--- config.mk ---
export PLATFORM = sky130hd
export DESIGN_NAME = stfc_scan_trigger_feedback_ctrl
export DESIGN_NICKNAME = d
export VERILOG_FILES = /design/src/stfc_scan_trigger_feedback_ctrl.v
export VERILOG_INCLUDE_DIRS = /design/src
export SDC_FILE = /design/constraint.sdc
export NUM_CORES = 1
export LEC_CHECK = 0
export ABC_AREA = 0
export BUFFER_PORTS_ARGS = -buffer_cell sky130_fd_sc_hd__buf_2
export CAP_MARGIN = 15
export CORE_MARGIN = 1.5
export CORE_UTILIZATION = 54
export CTS_CLUSTER_SIZE = 28
export DETAILED_ROUTE_END_ITERATION = 10
export PLACE_DENSITY_LB_ADDON = 0.3
export SLEW_MARGIN = 25
export SYNTH_ARGS = -nofsm -noshare
export SYNTH_HDL_FRONTEND = slang
export SYNTH_SLANG_ARGS = --single-unit
--- constraint.sdc ---
create_clock -name sys_clk -period 5.55 [get_ports sys_clk]
set_clock_uncertainty 0.2 [all_clocks]
set_input_delay 0.555 -clock sys_clk [delete_from_list [all_inputs] [get_ports sys_clk]]
set_output_delay 0.555 -clock sys_clk [all_outputs]
set_load 0.02 [all_outputs]
--- src/stfc_defs.vh ---
// Constants and register map of the scan trigger and feedback controller
//
// Function
// - The trigger input is read in level or pulse mode, whichever is configured.
// - In level mode a low trigger starts a decode session at once.
// - In level mode the session ends on a good read or trigger release, whichever is first.
// - In pulse mode a short low pulse starts a session that runs until a good read or timeout.
// - The pulse mode session timeout is a programmable duration.
// - A reset input held low longer than 10 ms is taken as a reset request.
// - Each good read drives the indicator high for a programmable time, 20 ms by default.
// - A programmable enable suppresses the indicator pulse when off.
// - From 215 ms after power-on a 400 ms tone steps through 2090, 2630, 3130 and 4260 Hz.
// - Each good read while the beeper is idle plays a tone of 80 ms at 2710 Hz by default.
// - Separate enables suppress the power-on tone and the good-read tone.
`ifndef STFC_DEFS_VH
`define STFC_DEFS_VH

// ****************************************************************
// Clock and time base
// ****************************************************************
`define STFC_CLK_HZ        25000000
`define STFC_MS_CYCLES     (`STFC_CLK_HZ / 1000)

// ****************************************************************
// Timing figures in milliseconds and hertz
// ****************************************************************
`define STFC_RESET_MIN_MS  10
`define STFC_PON_DELAY_MS  215
`define STFC_PON_TONE_MS   400
`define STFC_PON_STEP_MS   (`STFC_PON_TONE_MS / 4)
`define STFC_GR_LED_MS     20
`define STFC_GR_TONE_MS    80
`define STFC_GR_TONE_HZ    2710
`define STFC_PON_HZ0       2090
`define STFC_PON_HZ1       2630
`define STFC_PON_HZ2       3130
`define STFC_PON_HZ3       4260
`define STFC_SESS_TO_MS    3000
`define STFC_HALF_PER(hz)  (`STFC_CLK_HZ / (2 * (hz)))

// ****************************************************************
// APB register map (byte offsets)
// ****************************************************************
`define STFC_REG_CTRL      12'h000
`define STFC_REG_SESS_TO   12'h004
`define STFC_REG_LED_MS    12'h008
`define STFC_REG_TONE_MS   12'h00c
`define STFC_REG_TONE_HP   12'h010
`define STFC_REG_STATUS    12'h014

// Control fields
`define STFC_CTRL_PULSE    0
`define STFC_CTRL_LED_EN   1
`define STFC_CTRL_PON_EN   2
`define STFC_CTRL_GR_EN    3
`define STFC_CTRL_RESET    32'h0000_000e

// Status fields
`define STFC_ST_SESSION    0
`define STFC_ST_LED        1
`define STFC_ST_BEEP       2
`define STFC_ST_PON_DONE   3
`define STFC_ST_RST_REQ    4

`endif

--- src/stfc_scan_trigger_feedback_ctrl.v ---
// Scan trigger, reset detect, good-read LED and beeper controller with APB registers
//
// Implementation choices: the address map and the APB interface to the registers.
`timescale 1ns/100ps
`include "stfc_defs.vh"

module stfc_scan_trigger_feedback_ctrl #(
    parameter RESET_MIN_CYC = `STFC_RESET_MIN_MS * `STFC_MS_CYCLES,
    parameter PON_DELAY_CYC = `STFC_PON_DELAY_MS * `STFC_MS_CYCLES,
    parameter PON_STEP_CYC  = `STFC_PON_STEP_MS * `STFC_MS_CYCLES,
    parameter MS_CYC        = `STFC_MS_CYCLES
) (
    input  wire        sys_clk,
    input  wire        rst_b,
    input  wire        psel,
    input  wire        penable,
    input  wire        pwrite,
    input  wire [11:0] paddr,
    input  wire [31:0] pwdata,
    output reg  [31:0] prdata,
    output wire        pready,
    output wire        pslverr,
    input  wire        scan_trigger_n,
    input  wire        engine_reset_n,
    input  wire        decode_done,
    output wire        decode_active,
    output reg         engine_reset_req,
    output reg         good_read_indicator,
    output reg         beeper_out
);

    // ****************************************************************
    // Registers and state
    // ****************************************************************
    reg  [31:0] ctrl_reg;
    reg  [31:0] sessTo_reg;
    reg  [15:0] ledMs_reg;
    reg  [15:0] toneMs_reg;
    reg  [15:0] toneHp_reg;
    reg         session_reg;
    reg         trigPrev_reg;
    reg  [31:0] sessCnt_reg;
    reg  [31:0] msCnt_reg;
    reg         msTick_reg;
    reg  [31:0] rstCnt_reg;
    reg  [31:0] ponCnt_reg;
    reg  [1:0]  ponPhase;
    reg         ponDone_reg;
    reg  [1:0]  beepMode_reg;
    reg  [15:0] ledLeft_reg;
    reg  [15:0] toneLeft_reg;
    reg  [15:0] halfCnt_reg;
    reg         pwm_reg;
    reg  [15:0] halfPer;

    localparam MODE_IDLE = 2'd0;
    localparam MODE_PON  = 2'd1;
    localparam MODE_GR   = 2'd2;

    // Reset values and tone half periods, cut to register width on purpose
    localparam [31:0] LED_MS_W  = `STFC_GR_LED_MS;
    localparam [31:0] TONE_MS_W = `STFC_GR_TONE_MS;
    localparam [31:0] TONE_HP_W = `STFC_HALF_PER(`STFC_GR_TONE_HZ);
    localparam [31:0] PON_HP0_W = `STFC_HALF_PER(`STFC_PON_HZ0);
    localparam [31:0] PON_HP1_W = `STFC_HALF_PER(`STFC_PON_HZ1);
    localparam [31:0] PON_HP2_W = `STFC_HALF_PER(`STFC_PON_HZ2);
    localparam [31:0] PON_HP3_W = `STFC_HALF_PER(`STFC_PON_HZ3);

    wire        wrEn      = psel & penable & pwrite;
    wire        pulseMode = ctrl_reg[`STFC_CTRL_PULSE];
    wire        trigLow   = ~scan_trigger_n;
    wire        trigFall  = trigLow & ~trigPrev_reg;
    wire        goodRead  = session_reg & decode_done;

    assign pready        = 1'b1;
    assign pslverr       = 1'b0;
    assign decode_active = session_reg;

    // Register writes
    always @(posedge sys_clk or negedge rst_b) begin
        if (!rst_b) begin
            ctrl_reg   <= `STFC_CTRL_RESET;
            sessTo_reg <= `STFC_SESS_TO_MS;
            ledMs_reg  <= LED_MS_W[15:0];
            toneMs_reg <= TONE_MS_W[15:0];
            toneHp_reg <= TONE_HP_W[15:0];
        end else if (wrEn) begin
            case (paddr)
                `STFC_REG_CTRL:    ctrl_reg   <= {28'h0000000, pwdata[3:0]};
                `STFC_REG_SESS_TO: sessTo_reg <= pwdata;
                `STFC_REG_LED_MS:  ledMs_reg  <= pwdata[15:0];
                `STFC_REG_TONE_MS: toneMs_reg <= pwdata[15:0];
                `STFC_REG_TONE_HP: toneHp_reg <= pwdata[15:0];
                default: ;
            endcase
        end
    end

    // Read mux, unmapped reads give zero
    always @(posedge sys_clk or negedge rst_b) begin
        if (!rst_b) begin
            prdata <= 32'h00000000;
        end else if (psel & ~penable & ~pwrite) begin
            case (paddr)
                `STFC_REG_CTRL:    prdata <= ctrl_reg;
                `STFC_REG_SESS_TO: prdata <= sessTo_reg;
                `STFC_REG_LED_MS:  prdata <= {16'h0000, ledMs_reg};
                `STFC_REG_TONE_MS: prdata <= {16'h0000, toneMs_reg};
                `STFC_REG_TONE_HP: prdata <= {16'h0000, toneHp_reg};
                `STFC_REG_STATUS:  prdata <= {27'h0000000, engine_reset_req, ponDone_reg,
                                              beeper_out, good_read_indicator, session_reg};
                default:           prdata <= 32'h00000000;
            endcase
        end
    end

    // ****************************************************************
    // Millisecond tick
    // ****************************************************************
    always @(posedge sys_clk or negedge rst_b) begin
        if (!rst_b) begin
            msCnt_reg  <= 32'h00000000;
            msTick_reg <= 1'b0;
        end else if (msCnt_reg == MS_CYC - 1) begin
            msCnt_reg  <= 32'h00000000;
            msTick_reg <= 1'b1;
        end else begin
            msCnt_reg  <= msCnt_reg + 32'h00000001;
            msTick_reg <= 1'b0;
        end
    end

    // ****************************************************************
    // Decode session control
    // ****************************************************************
    always @(posedge sys_clk or negedge rst_b) begin
        if (!rst_b) begin
            session_reg  <= 1'b0;
            trigPrev_reg <= 1'b0;
            sessCnt_reg  <= 32'h00000000;
        end else begin
            trigPrev_reg <= trigLow;
            if (session_reg) begin
                if (decode_done) begin
                    session_reg <= 1'b0;
                end else if (!pulseMode && !trigLow) begin
                    session_reg <= 1'b0;
                end else if (pulseMode && msTick_reg) begin
                    if (sessCnt_reg + 32'h00000001 >= sessTo_reg) begin
                        session_reg <= 1'b0;
                    end
                    sessCnt_reg <= sessCnt_reg + 32'h00000001;
                end
            end else if (ponDone_reg || PON_DELAY_CYC == 0) begin
                // Ignore the trigger until boot delay has passed
                if (!pulseMode && trigLow) begin
                    session_reg <= 1'b1;
                end else if (pulseMode && trigFall) begin
                    session_reg <= 1'b1;
                    sessCnt_reg <= 32'h00000000;
                end
            end
        end
    end

    // ****************************************************************
    // Reset input low-time detector
    // ****************************************************************
    always @(posedge sys_clk or negedge rst_b) begin
        if (!rst_b) begin
            rstCnt_reg       <= 32'h00000000;
            engine_reset_req <= 1'b0;
        end else if (engine_reset_n) begin
            rstCnt_reg       <= 32'h00000000;
            engine_reset_req <= 1'b0;
        end else if (rstCnt_reg < RESET_MIN_CYC) begin
            rstCnt_reg <= rstCnt_reg + 32'h00000001;
        end else begin
            engine_reset_req <= 1'b1;
        end
    end

    // ****************************************************************
    // Power-on sequencing
    // ****************************************************************
    always @(posedge sys_clk or negedge rst_b) begin
        if (!rst_b) begin
            ponCnt_reg  <= 32'h00000000;
            ponDone_reg <= 1'b0;
        end else if (!ponDone_reg) begin
            if (ponCnt_reg == PON_DELAY_CYC - 1) begin
                ponDone_reg <= 1'b1;
            end
            ponCnt_reg <= ponCnt_reg + 32'h00000001;
        end else if (beepMode_reg == MODE_PON
                     || (ponCnt_reg == PON_DELAY_CYC && !ctrl_reg[`STFC_CTRL_PON_EN])) begin
            // Step past the start point when muted, so a later enable stays silent
            ponCnt_reg <= ponCnt_reg + 32'h00000001;
        end
    end

    // Power-on tone step, four equal steps after the delay
    always @* begin
        if (ponCnt_reg < PON_DELAY_CYC + PON_STEP_CYC) begin
            ponPhase = 2'd0;
        end else if (ponCnt_reg < PON_DELAY_CYC + 2 * PON_STEP_CYC) begin
            ponPhase = 2'd1;
        end else if (ponCnt_reg < PON_DELAY_CYC + 3 * PON_STEP_CYC) begin
            ponPhase = 2'd2;
        end else begin
            ponPhase = 2'd3;
        end
    end

    // Half period of the current tone
    always @* begin
        halfPer = toneHp_reg;
        if (beepMode_reg == MODE_PON) begin
            case (ponPhase)
                2'd0:    halfPer = PON_HP0_W[15:0];
                2'd1:    halfPer = PON_HP1_W[15:0];
                2'd2:    halfPer = PON_HP2_W[15:0];
                default: halfPer = PON_HP3_W[15:0];
            endcase
        end
    end

    // ****************************************************************
    // Beeper state machine
    // ****************************************************************
    always @(posedge sys_clk or negedge rst_b) begin
        if (!rst_b) begin
            beepMode_reg <= MODE_IDLE;
            toneLeft_reg <= 16'h0000;
        end else begin
            case (beepMode_reg)
                MODE_IDLE: begin
                    if (ponDone_reg && ponCnt_reg == PON_DELAY_CYC
                        && ctrl_reg[`STFC_CTRL_PON_EN]) begin
                        beepMode_reg <= MODE_PON;
                    end else if (goodRead && ctrl_reg[`STFC_CTRL_GR_EN]
                                 && toneMs_reg != 16'h0000) begin
                        beepMode_reg <= MODE_GR;
                        toneLeft_reg <= toneMs_reg;
                    end
                end
                MODE_PON: begin
                    if (ponCnt_reg >= PON_DELAY_CYC + 4 * PON_STEP_CYC - 1) begin
                        beepMode_reg <= MODE_IDLE;
                    end
                end
                MODE_GR: begin
                    if (msTick_reg) begin
                        if (toneLeft_reg == 16'h0001) begin
                            beepMode_reg <= MODE_IDLE;
                        end
                        toneLeft_reg <= toneLeft_reg - 16'h0001;
                    end
                end
                default: beepMode_reg <= MODE_IDLE;
            endcase
        end
    end

    // PWM square wave generator
    always @(posedge sys_clk or negedge rst_b) begin
        if (!rst_b) begin
            halfCnt_reg <= 16'h0000;
            pwm_reg     <= 1'b0;
            beeper_out  <= 1'b0;
        end else if (beepMode_reg == MODE_IDLE) begin
            halfCnt_reg <= 16'h0000;
            pwm_reg     <= 1'b0;
            beeper_out  <= 1'b0;
        end else begin
            if (halfCnt_reg + 16'h0001 >= halfPer) begin
                halfCnt_reg <= 16'h0000;
                pwm_reg     <= ~pwm_reg;
            end else begin
                halfCnt_reg <= halfCnt_reg + 16'h0001;
            end
            beeper_out <= pwm_reg;
        end
    end

    // ****************************************************************
    // Good-read indicator pulse
    // ****************************************************************
    always @(posedge sys_clk or negedge rst_b) begin
        if (!rst_b) begin
            ledLeft_reg         <= 16'h0000;
            good_read_indicator <= 1'b0;
        end else if (goodRead && ctrl_reg[`STFC_CTRL_LED_EN] && ledMs_reg != 16'h0000) begin
            ledLeft_reg         <= ledMs_reg;
            good_read_indicator <= 1'b1;
        end else if (ledLeft_reg == 16'h0000) begin
            good_read_indicator <= 1'b0;
        end else if (msTick_reg) begin
            if (ledLeft_reg == 16'h0001) begin
                good_read_indicator <= 1'b0;
            end
            ledLeft_reg <= ledLeft_reg - 16'h0001;
        end
    end

endmodule // stfc_scan_trigger_feedback_ctrl

=== Word-level counts from Yosys, hierarchy flattened ===
Index checks and enable logic that the tools add are counted.

* Add/subtract/negate cells: 7
* $lt $le $gt $ge: 7
* Eq/ne operators: 27
* Multiplexer cells: 53
* Bitwise operators: 11
* Reductions and logical operators: 38

{| class="wikitable"
|+ Operator list
! cell !! count
|-
| $mux W32 || 12
|-
| $pmux W32 S6 || 1
|-
| $mux W16 || 9
|-
| $add A32 B1 Y32 const B || 4
|-
| $eq A32 B23 Y1 const B || 2
|-
| $lt A32 B24 Y1 const B || 2
|-
| $pmux W13 S3 || 1
|-
| $eq A16 B1 Y1 const B || 2
|-
| $eq A32 B15 Y1 const B || 1
|-
| $ge A32 B24 Y1 const B || 1
|-
| $ge A32 B32 Y1 || 1
|-
| $lt A32 B18 Y1 const B || 1
|-
| $lt A32 B23 Y1 const B || 1
|-
| $pmux W16 S2 || 1
|-
| $reduce_bool A16 Y1 || 2
|-
| $sub A16 B1 Y16 const B || 2
|-
| $eq A12 B4 Y1 const B || 2
|-
| $eq A12 B5 Y1 const B || 2
|-
| $mux W1 || 21
|-
| $ne A2 B2 Y1 const B || 9
|-
| $add A16 B1 Y16 const B || 1
|-
| $ge A16 B16 Y1 || 1
|-
| $logic_not A16 Y1 || 1
|-
| $mux W2 || 7
|-
| other kinds (18) || 56
|}

* Flip-flop bits (word level): 302
* Input port bits: 52
* Output and inout port bits: 38
* Logic and storage cells: 165

=== Depth between registers and ports, before layout ===
* Depth in word-level cells: 10
* Depth in mapped cells: 20
* Gate-level depth less buffers: 18

=== Worst setup path before layout ===
No wires, ideal clock.

* Path kind: register to register
* Start: register ponCnt_reg[13]
* End: register halfCnt_reg[10]
* Data arrival time: 3887 ps
* Path slack: 1331 ps
* Stages on the path, launching flop included: 19
* Clock period less this slack: 4219 ps
* Cells stage by stage: dfrtp_1 buf_6 or3_4 a2111oi_4 nor4_1 a211o_1 a31oi_1 nor2_1 ha_1 and2_1 o21bai_1 ha_1 nand3_1 a21oi_1 a221oi_1 o21a_1 o21ai_1 clkbuf_1 nor2b_1

* Cells in the longest elaborated chain, start to end: 10
* Elaborated cells on any way between the ends: 14

{| class="wikitable"
|+ RTL lines
! item !! line !! source
|-
| start, declared || stfc_scan_trigger_feedback_ctrl.v:46 || <nowiki>reg [31:0] ponCnt_reg;</nowiki>
|-
| start signal, assigned || stfc_scan_trigger_feedback_ctrl.v:194 || <nowiki>ponCnt_reg <= ponCnt_reg + 32'h00000001;</nowiki>
|-
| start signal, assigned || stfc_scan_trigger_feedback_ctrl.v:198 || <nowiki>ponCnt_reg <= ponCnt_reg + 32'h00000001;</nowiki>
|-
| $lt A32 B24 Y1 || stfc_scan_trigger_feedback_ctrl.v:208 || <nowiki>end else if (ponCnt_reg < PON_DELAY_CYC + 3 * PON_STEP_CYC) begin</nowiki>
|-
| $mux W1 || stfc_scan_trigger_feedback_ctrl.v:208 ||
|-
| $mux W2 || stfc_scan_trigger_feedback_ctrl.v:206 || <nowiki>end else if (ponCnt_reg < PON_DELAY_CYC + 2 * PON_STEP_CYC) begin</nowiki>
|-
| $mux W2 * || stfc_scan_trigger_feedback_ctrl.v:204 || <nowiki>if (ponCnt_reg < PON_DELAY_CYC + PON_STEP_CYC) begin</nowiki>
|-
| $eq A2 B2 Y1, or another cell as far along || stfc_scan_trigger_feedback_ctrl.v:219 || <nowiki>case (ponPhase)</nowiki>
|-
| $pmux W13 S3 * || stfc_scan_trigger_feedback_ctrl.v:219 ||
|-
| $mux W16 * || stfc_scan_trigger_feedback_ctrl.v:218 || <nowiki>if (beepMode_reg == MODE_PON) begin</nowiki>
|-
| $ge A16 B16 Y1 * || stfc_scan_trigger_feedback_ctrl.v:276 || <nowiki>if (halfCnt_reg + 16'h0001 >= halfPer) begin</nowiki>
|-
| $mux W16 * || stfc_scan_trigger_feedback_ctrl.v:276 ||
|-
| $mux W16 * || stfc_scan_trigger_feedback_ctrl.v:271 || <nowiki>end else if (beepMode_reg == MODE_IDLE) begin</nowiki>
|-
| end signal, assigned || stfc_scan_trigger_feedback_ctrl.v:280 || <nowiki>halfCnt_reg <= halfCnt_reg + 16'h0001;</nowiki>
|-
| end, declared || stfc_scan_trigger_feedback_ctrl.v:52 || <nowiki>reg [15:0] halfCnt_reg;</nowiki>
|}

Mark *: on every way between the ends. The rest lies on a longest branch, timed or not.
A chain may end at the register's enable or synchronous reset.

=== Final worst setup path ===
* Start: register ponCnt_reg[13]
* End: register pwm_reg

* Cells in the longest elaborated chain, start to end: 9
* Elaborated cells on any way between the ends: 13

{| class="wikitable"
|+ RTL lines
! item !! line !! source
|-
| $lt A32 B24 Y1 || stfc_scan_trigger_feedback_ctrl.v:208 ||
|-
| $mux W1 || stfc_scan_trigger_feedback_ctrl.v:208 ||
|-
| $mux W2 || stfc_scan_trigger_feedback_ctrl.v:206 ||
|-
| $mux W2 * || stfc_scan_trigger_feedback_ctrl.v:204 ||
|-
| $eq A2 B2 Y1, or another cell as far along || stfc_scan_trigger_feedback_ctrl.v:219 ||
|-
| $pmux W13 S3 * || stfc_scan_trigger_feedback_ctrl.v:219 ||
|-
| $mux W16 * || stfc_scan_trigger_feedback_ctrl.v:218 ||
|-
| $ge A16 B16 Y1 * || stfc_scan_trigger_feedback_ctrl.v:276 ||
|-
| $reduce_bool A2 Y1 (no source line) * || - ||
|-
| end signal, assigned || stfc_scan_trigger_feedback_ctrl.v:278 || <nowiki>pwm_reg <= ~pwm_reg;</nowiki>
|-
| end, declared || stfc_scan_trigger_feedback_ctrl.v:53 || <nowiki>reg pwm_reg;</nowiki>
|}

Marked as above.

==> results by group <==
STA
  • Final hold violation count: 0
  • Fin crit share: 0.890
  • Fmax: between 0.2 and 0.25 GHz
  • Final Critical Period: a little under 5 ns
  • Worst-Margin Slew: 1.01 ns
  • Post-route setup TNS: 0 ns
  • Unrepaired setup endpoints after global routing: no
  • Normalized max-slew margin: 0.320
  • Worst Setup Slack, final: 0.609 ns
  • Max Slew Vio Count: 0
  • Final setup violation count: 0

GRT
  • Global route overflow: 0
  • Initial antenna violation count: 0
  • Number of global-route vias before repair: 12,200
  • First-pass GRT wire length: 62,100 um
  • Largest net degree at the start of global routing: 102
  • All-Layer GR Usage: 0.251

Worst setup path
  • CP delay by family, top: compound AO/OA/AOI/OAI gates
  • Reg2Reg Depth: 16
  • Critical Path, Cell by Cell: or3_4 -> a2111oi_4 -> nor4_1 -> a211o_1 -> a21oi_1 -> inv_1 -> ha_1 -> and2_1 -> o21bai_1 -> ha_1 -> nand3_1 -> a21oi_1 -> a221oi_1 -> o21a_1 -> o21ai_2 -> mux2_2
  • Worst Path Buf+Inv: 1
  • Crit path largest cell delay: about 0.55 ns
  • Max FO, Critical Path: 17
  • CP max-delay cell: o21ai_2
  • R2r startpoint: ponCnt_reg[13]
  • Reg2reg end: pwm_reg
  • Critical Path RT: 5.74 ns
  • CP endpoint kind: register
  • Worst EP arrival: 5.14 ns
  • FF-to-FF setup slack: about 0.61 ns
  • CP Launch Type: register
  • Worst setup path class: reg2reg

Route
  • Wire length per cell: around 18 um
  • Routed via count: 12,200
  • DRC: 0
  • DRT Wirelength: 37,500 um
  • Starting DRT DRC Count: 1,032
  • Initial DRT Pass Iterations: 5
  • Post-route ant nets: 0
  • Vias per inst: 5.96

Power
  • LEAKAGE: about 8.2 nW
  • Max VDD drop: 0.000220 V
  • Power Density: between 200 and 300 nW/um^2

CTS
  • Clock buffer depth: 3
  • Post-CTS Setup Repair Bufs: 0
  • Clock tree root buffer cell: clkbuf_16
  • CTS tree: done
  • Hold buffer count at CTS: 1
  • Clock slew at reported path FFs: approximately 0.06 ns
  • CTS Buf Count: 34
  • Clk_lat worst skew: 0.51 ns
  • Number of H-tree levels: 2
  • Clock Sinks: between 300 and 400
  • Resize count post-CTS: 0

Layout
  • # fillers: 2,384
  • Final std cells w/o fill: a little over 2,000
  • Commonest non-fill, non-tap cells in the layout: dfrtp_1 (285), nand2_1 (134), nor2_1 (122), o21ai_0 (88), buf_2 (86)
  • Core Util, Final: 0.616
  • Total Nets Final: 1,754
  • Most common cell after layout, fill and taps aside: dfrtp_1
  • Multi-input logic area: 7870 sq um
  • Area delta synth->final: 11.5%
  • Fraction of layout cells with a size suffix above 1: 0.170
  • ANT cells: 0
  • Final non-filler cell area: 17,800 sq um
  • FF/Latch Area: 7580 sq um

Logic synthesis
  • Post-Synth Simple-Gate Area: 0.182
  • Post-synth EDFFs: 0
  • Synth Area in Compound Gates: 0.121
  • Adder-cell share of the synthesized area: 0.0479
  • Syn_area_per_cell: 10.1 sq um
  • XOR/XNOR Fraction of Synth Area: 0.0725
  • Seq cells post-synth: 302
  • Ys flop type: dfrtp_1
  • Largest family of logic cells by synthesized area: simple AND/OR/NAND/NOR gates
  • Mux cell area share after synthesis: 0.0677
  • Post-synthesis cell area: 15,900 sq um
  • Async S/R FF share, synth: 1.00
  • Warnings, synthesis: 0
  • Synth cell types: 74
  • Net count after synthesis: about 1,700
  • Post-synthesis sequential area ratio: 0.476
  • Post-Synthesis Cells: 1,581

Place
  • Dpl hpwl: 26,500 um
  • Placed instance area: around 17,000 sq um
  • Inst Count DP: 1,988
  • # port buffers: 87
  • Pre-CTS WS: between 0.6 and 0.7 ns
  • Gpl congestion: 0.898

Die
  • Die H: 175 um
  • FP Rows: 62
  • Die Wd: 175 um
  • Core area: about 29,000 sq um
  • Ports: 90
  • DIE AREA: ~31,000 sq um
  • Starting Density: 0.552

Hold path
  • Worst Hold Endpoint: trigPrev_reg
  • Hold-critical path depth: 2
  • Min-delay worst type: in2reg
  • Hold path startpoint: scan_trigger_n

Flow run
  • Maxcap violations: 0

Run status
  • Status: complete, no violations
==> cell type report <==
class                   instances  share of cell area
multi-input cells            1154               0.443
repair buffers                 98              0.0306
clock inverters                 7             0.00641
well taps                     384              0.0270
clock buffers                  54              0.0561
flip-flops and latches        302               0.426
inverters                      51              0.0108
==> cells by family after synthesis <==
kind of cell    count (synthesis)
buf+inv                       125
flops                         302
xor+xnor                      132
compound gates                309
mux                            97
other cells                     2
fa+ha+maj                      61
simple gates                  553
==> synth_stat cells, drive strengths merged, types with 3 or more instances <==
cell type / instances / share of area
nor2b: 37 / 0.015
o32ai: 3 / 0.0016
a21boi: 3 / 0.0014
buf: 21 / 0.0082
o22ai: 9 / 0.0035
o31ai: 11 / 0.0052
mux2i: 11 / 0.0069
a21o: 8 / 0.0038
xnor2: 82 / 0.045
dfrtp: 285 / 0.45
and3: 35 / 0.014
mux2: 86 / 0.061
or4: 13 / 0.0075
clkbuf: 53 / 0.013
a211oi: 6 / 0.0028
a2111oi: 3 / 0.0028
xor2: 50 / 0.027
and4: 5 / 0.0027
nand2b: 11 / 0.0043
and2: 10 / 0.0039
a22o: 33 / 0.018
dfstp: 17 / 0.028
ha: 61 / 0.048
nor4: 32 / 0.017
a22oi: 13 / 0.0061
inv: 51 / 0.012
or2: 3 / 0.0012
nand2: 134 / 0.032
nor2: 123 / 0.029
nand4: 40 / 0.016
o21ai: 94 / 0.030
a211o: 3 / 0.0016
nor3: 27 / 0.0098
nand3: 62 / 0.020
nor3b: 5 / 0.0027
a31oi: 21 / 0.0082
a21oi: 85 / 0.027
or3: 10 / 0.0046
o21a: 3 / 0.0014
==> layer usage <==
metal / GRT usage / routed length [um] / part of all wire
met1: 0.344 / 16500 / 0.44
met2: 0.410 / 17800 / 0.48
met3: 0.0431 / 2340 / 0.062
met4: 0.0748 / 828 / 0.022
met5: 0 / 0 / 0
==> report_power, final <==
group	switching, W	internal (W)	total, W
registers	0.0000145	0.00222	0.00223
logic	0.000110	0.0000442	0.000154
clock network	0.000888	0.00137	0.00226
total	0.00101	0.00363	0.00465
==> through the flow <==
step / power, W / hold WS (ns)
after floorplan: 0.00233 / 0.0594
after global placement: 0.00242 / 0.248
after detailed placement: 0.00243 / 0.261
after CTS: 0.00469 / 0.00541
after global routing: 0.00480 / 0.00816
final: 0.00465 / 0.0176
==> worst max-delay path by stage <==
stage                   startpoint              end  slack, ns  cells past startpoint
finish              ponCnt_reg[13]          pwm_reg       0.61                     16
global route        ponCnt_reg[13]          pwm_reg       0.39                     16
CTS                 ponCnt_reg[13]          pwm_reg       0.67                     16
detailed placement  ponCnt_reg[13]          pwm_reg       0.68                     16
global placement    ponCnt_reg[13]          pwm_reg       0.42                     16
floorplan           ponCnt_reg[13]  halfCnt_reg[10]       1.33                     18
(Power assumes the default switching activity.)
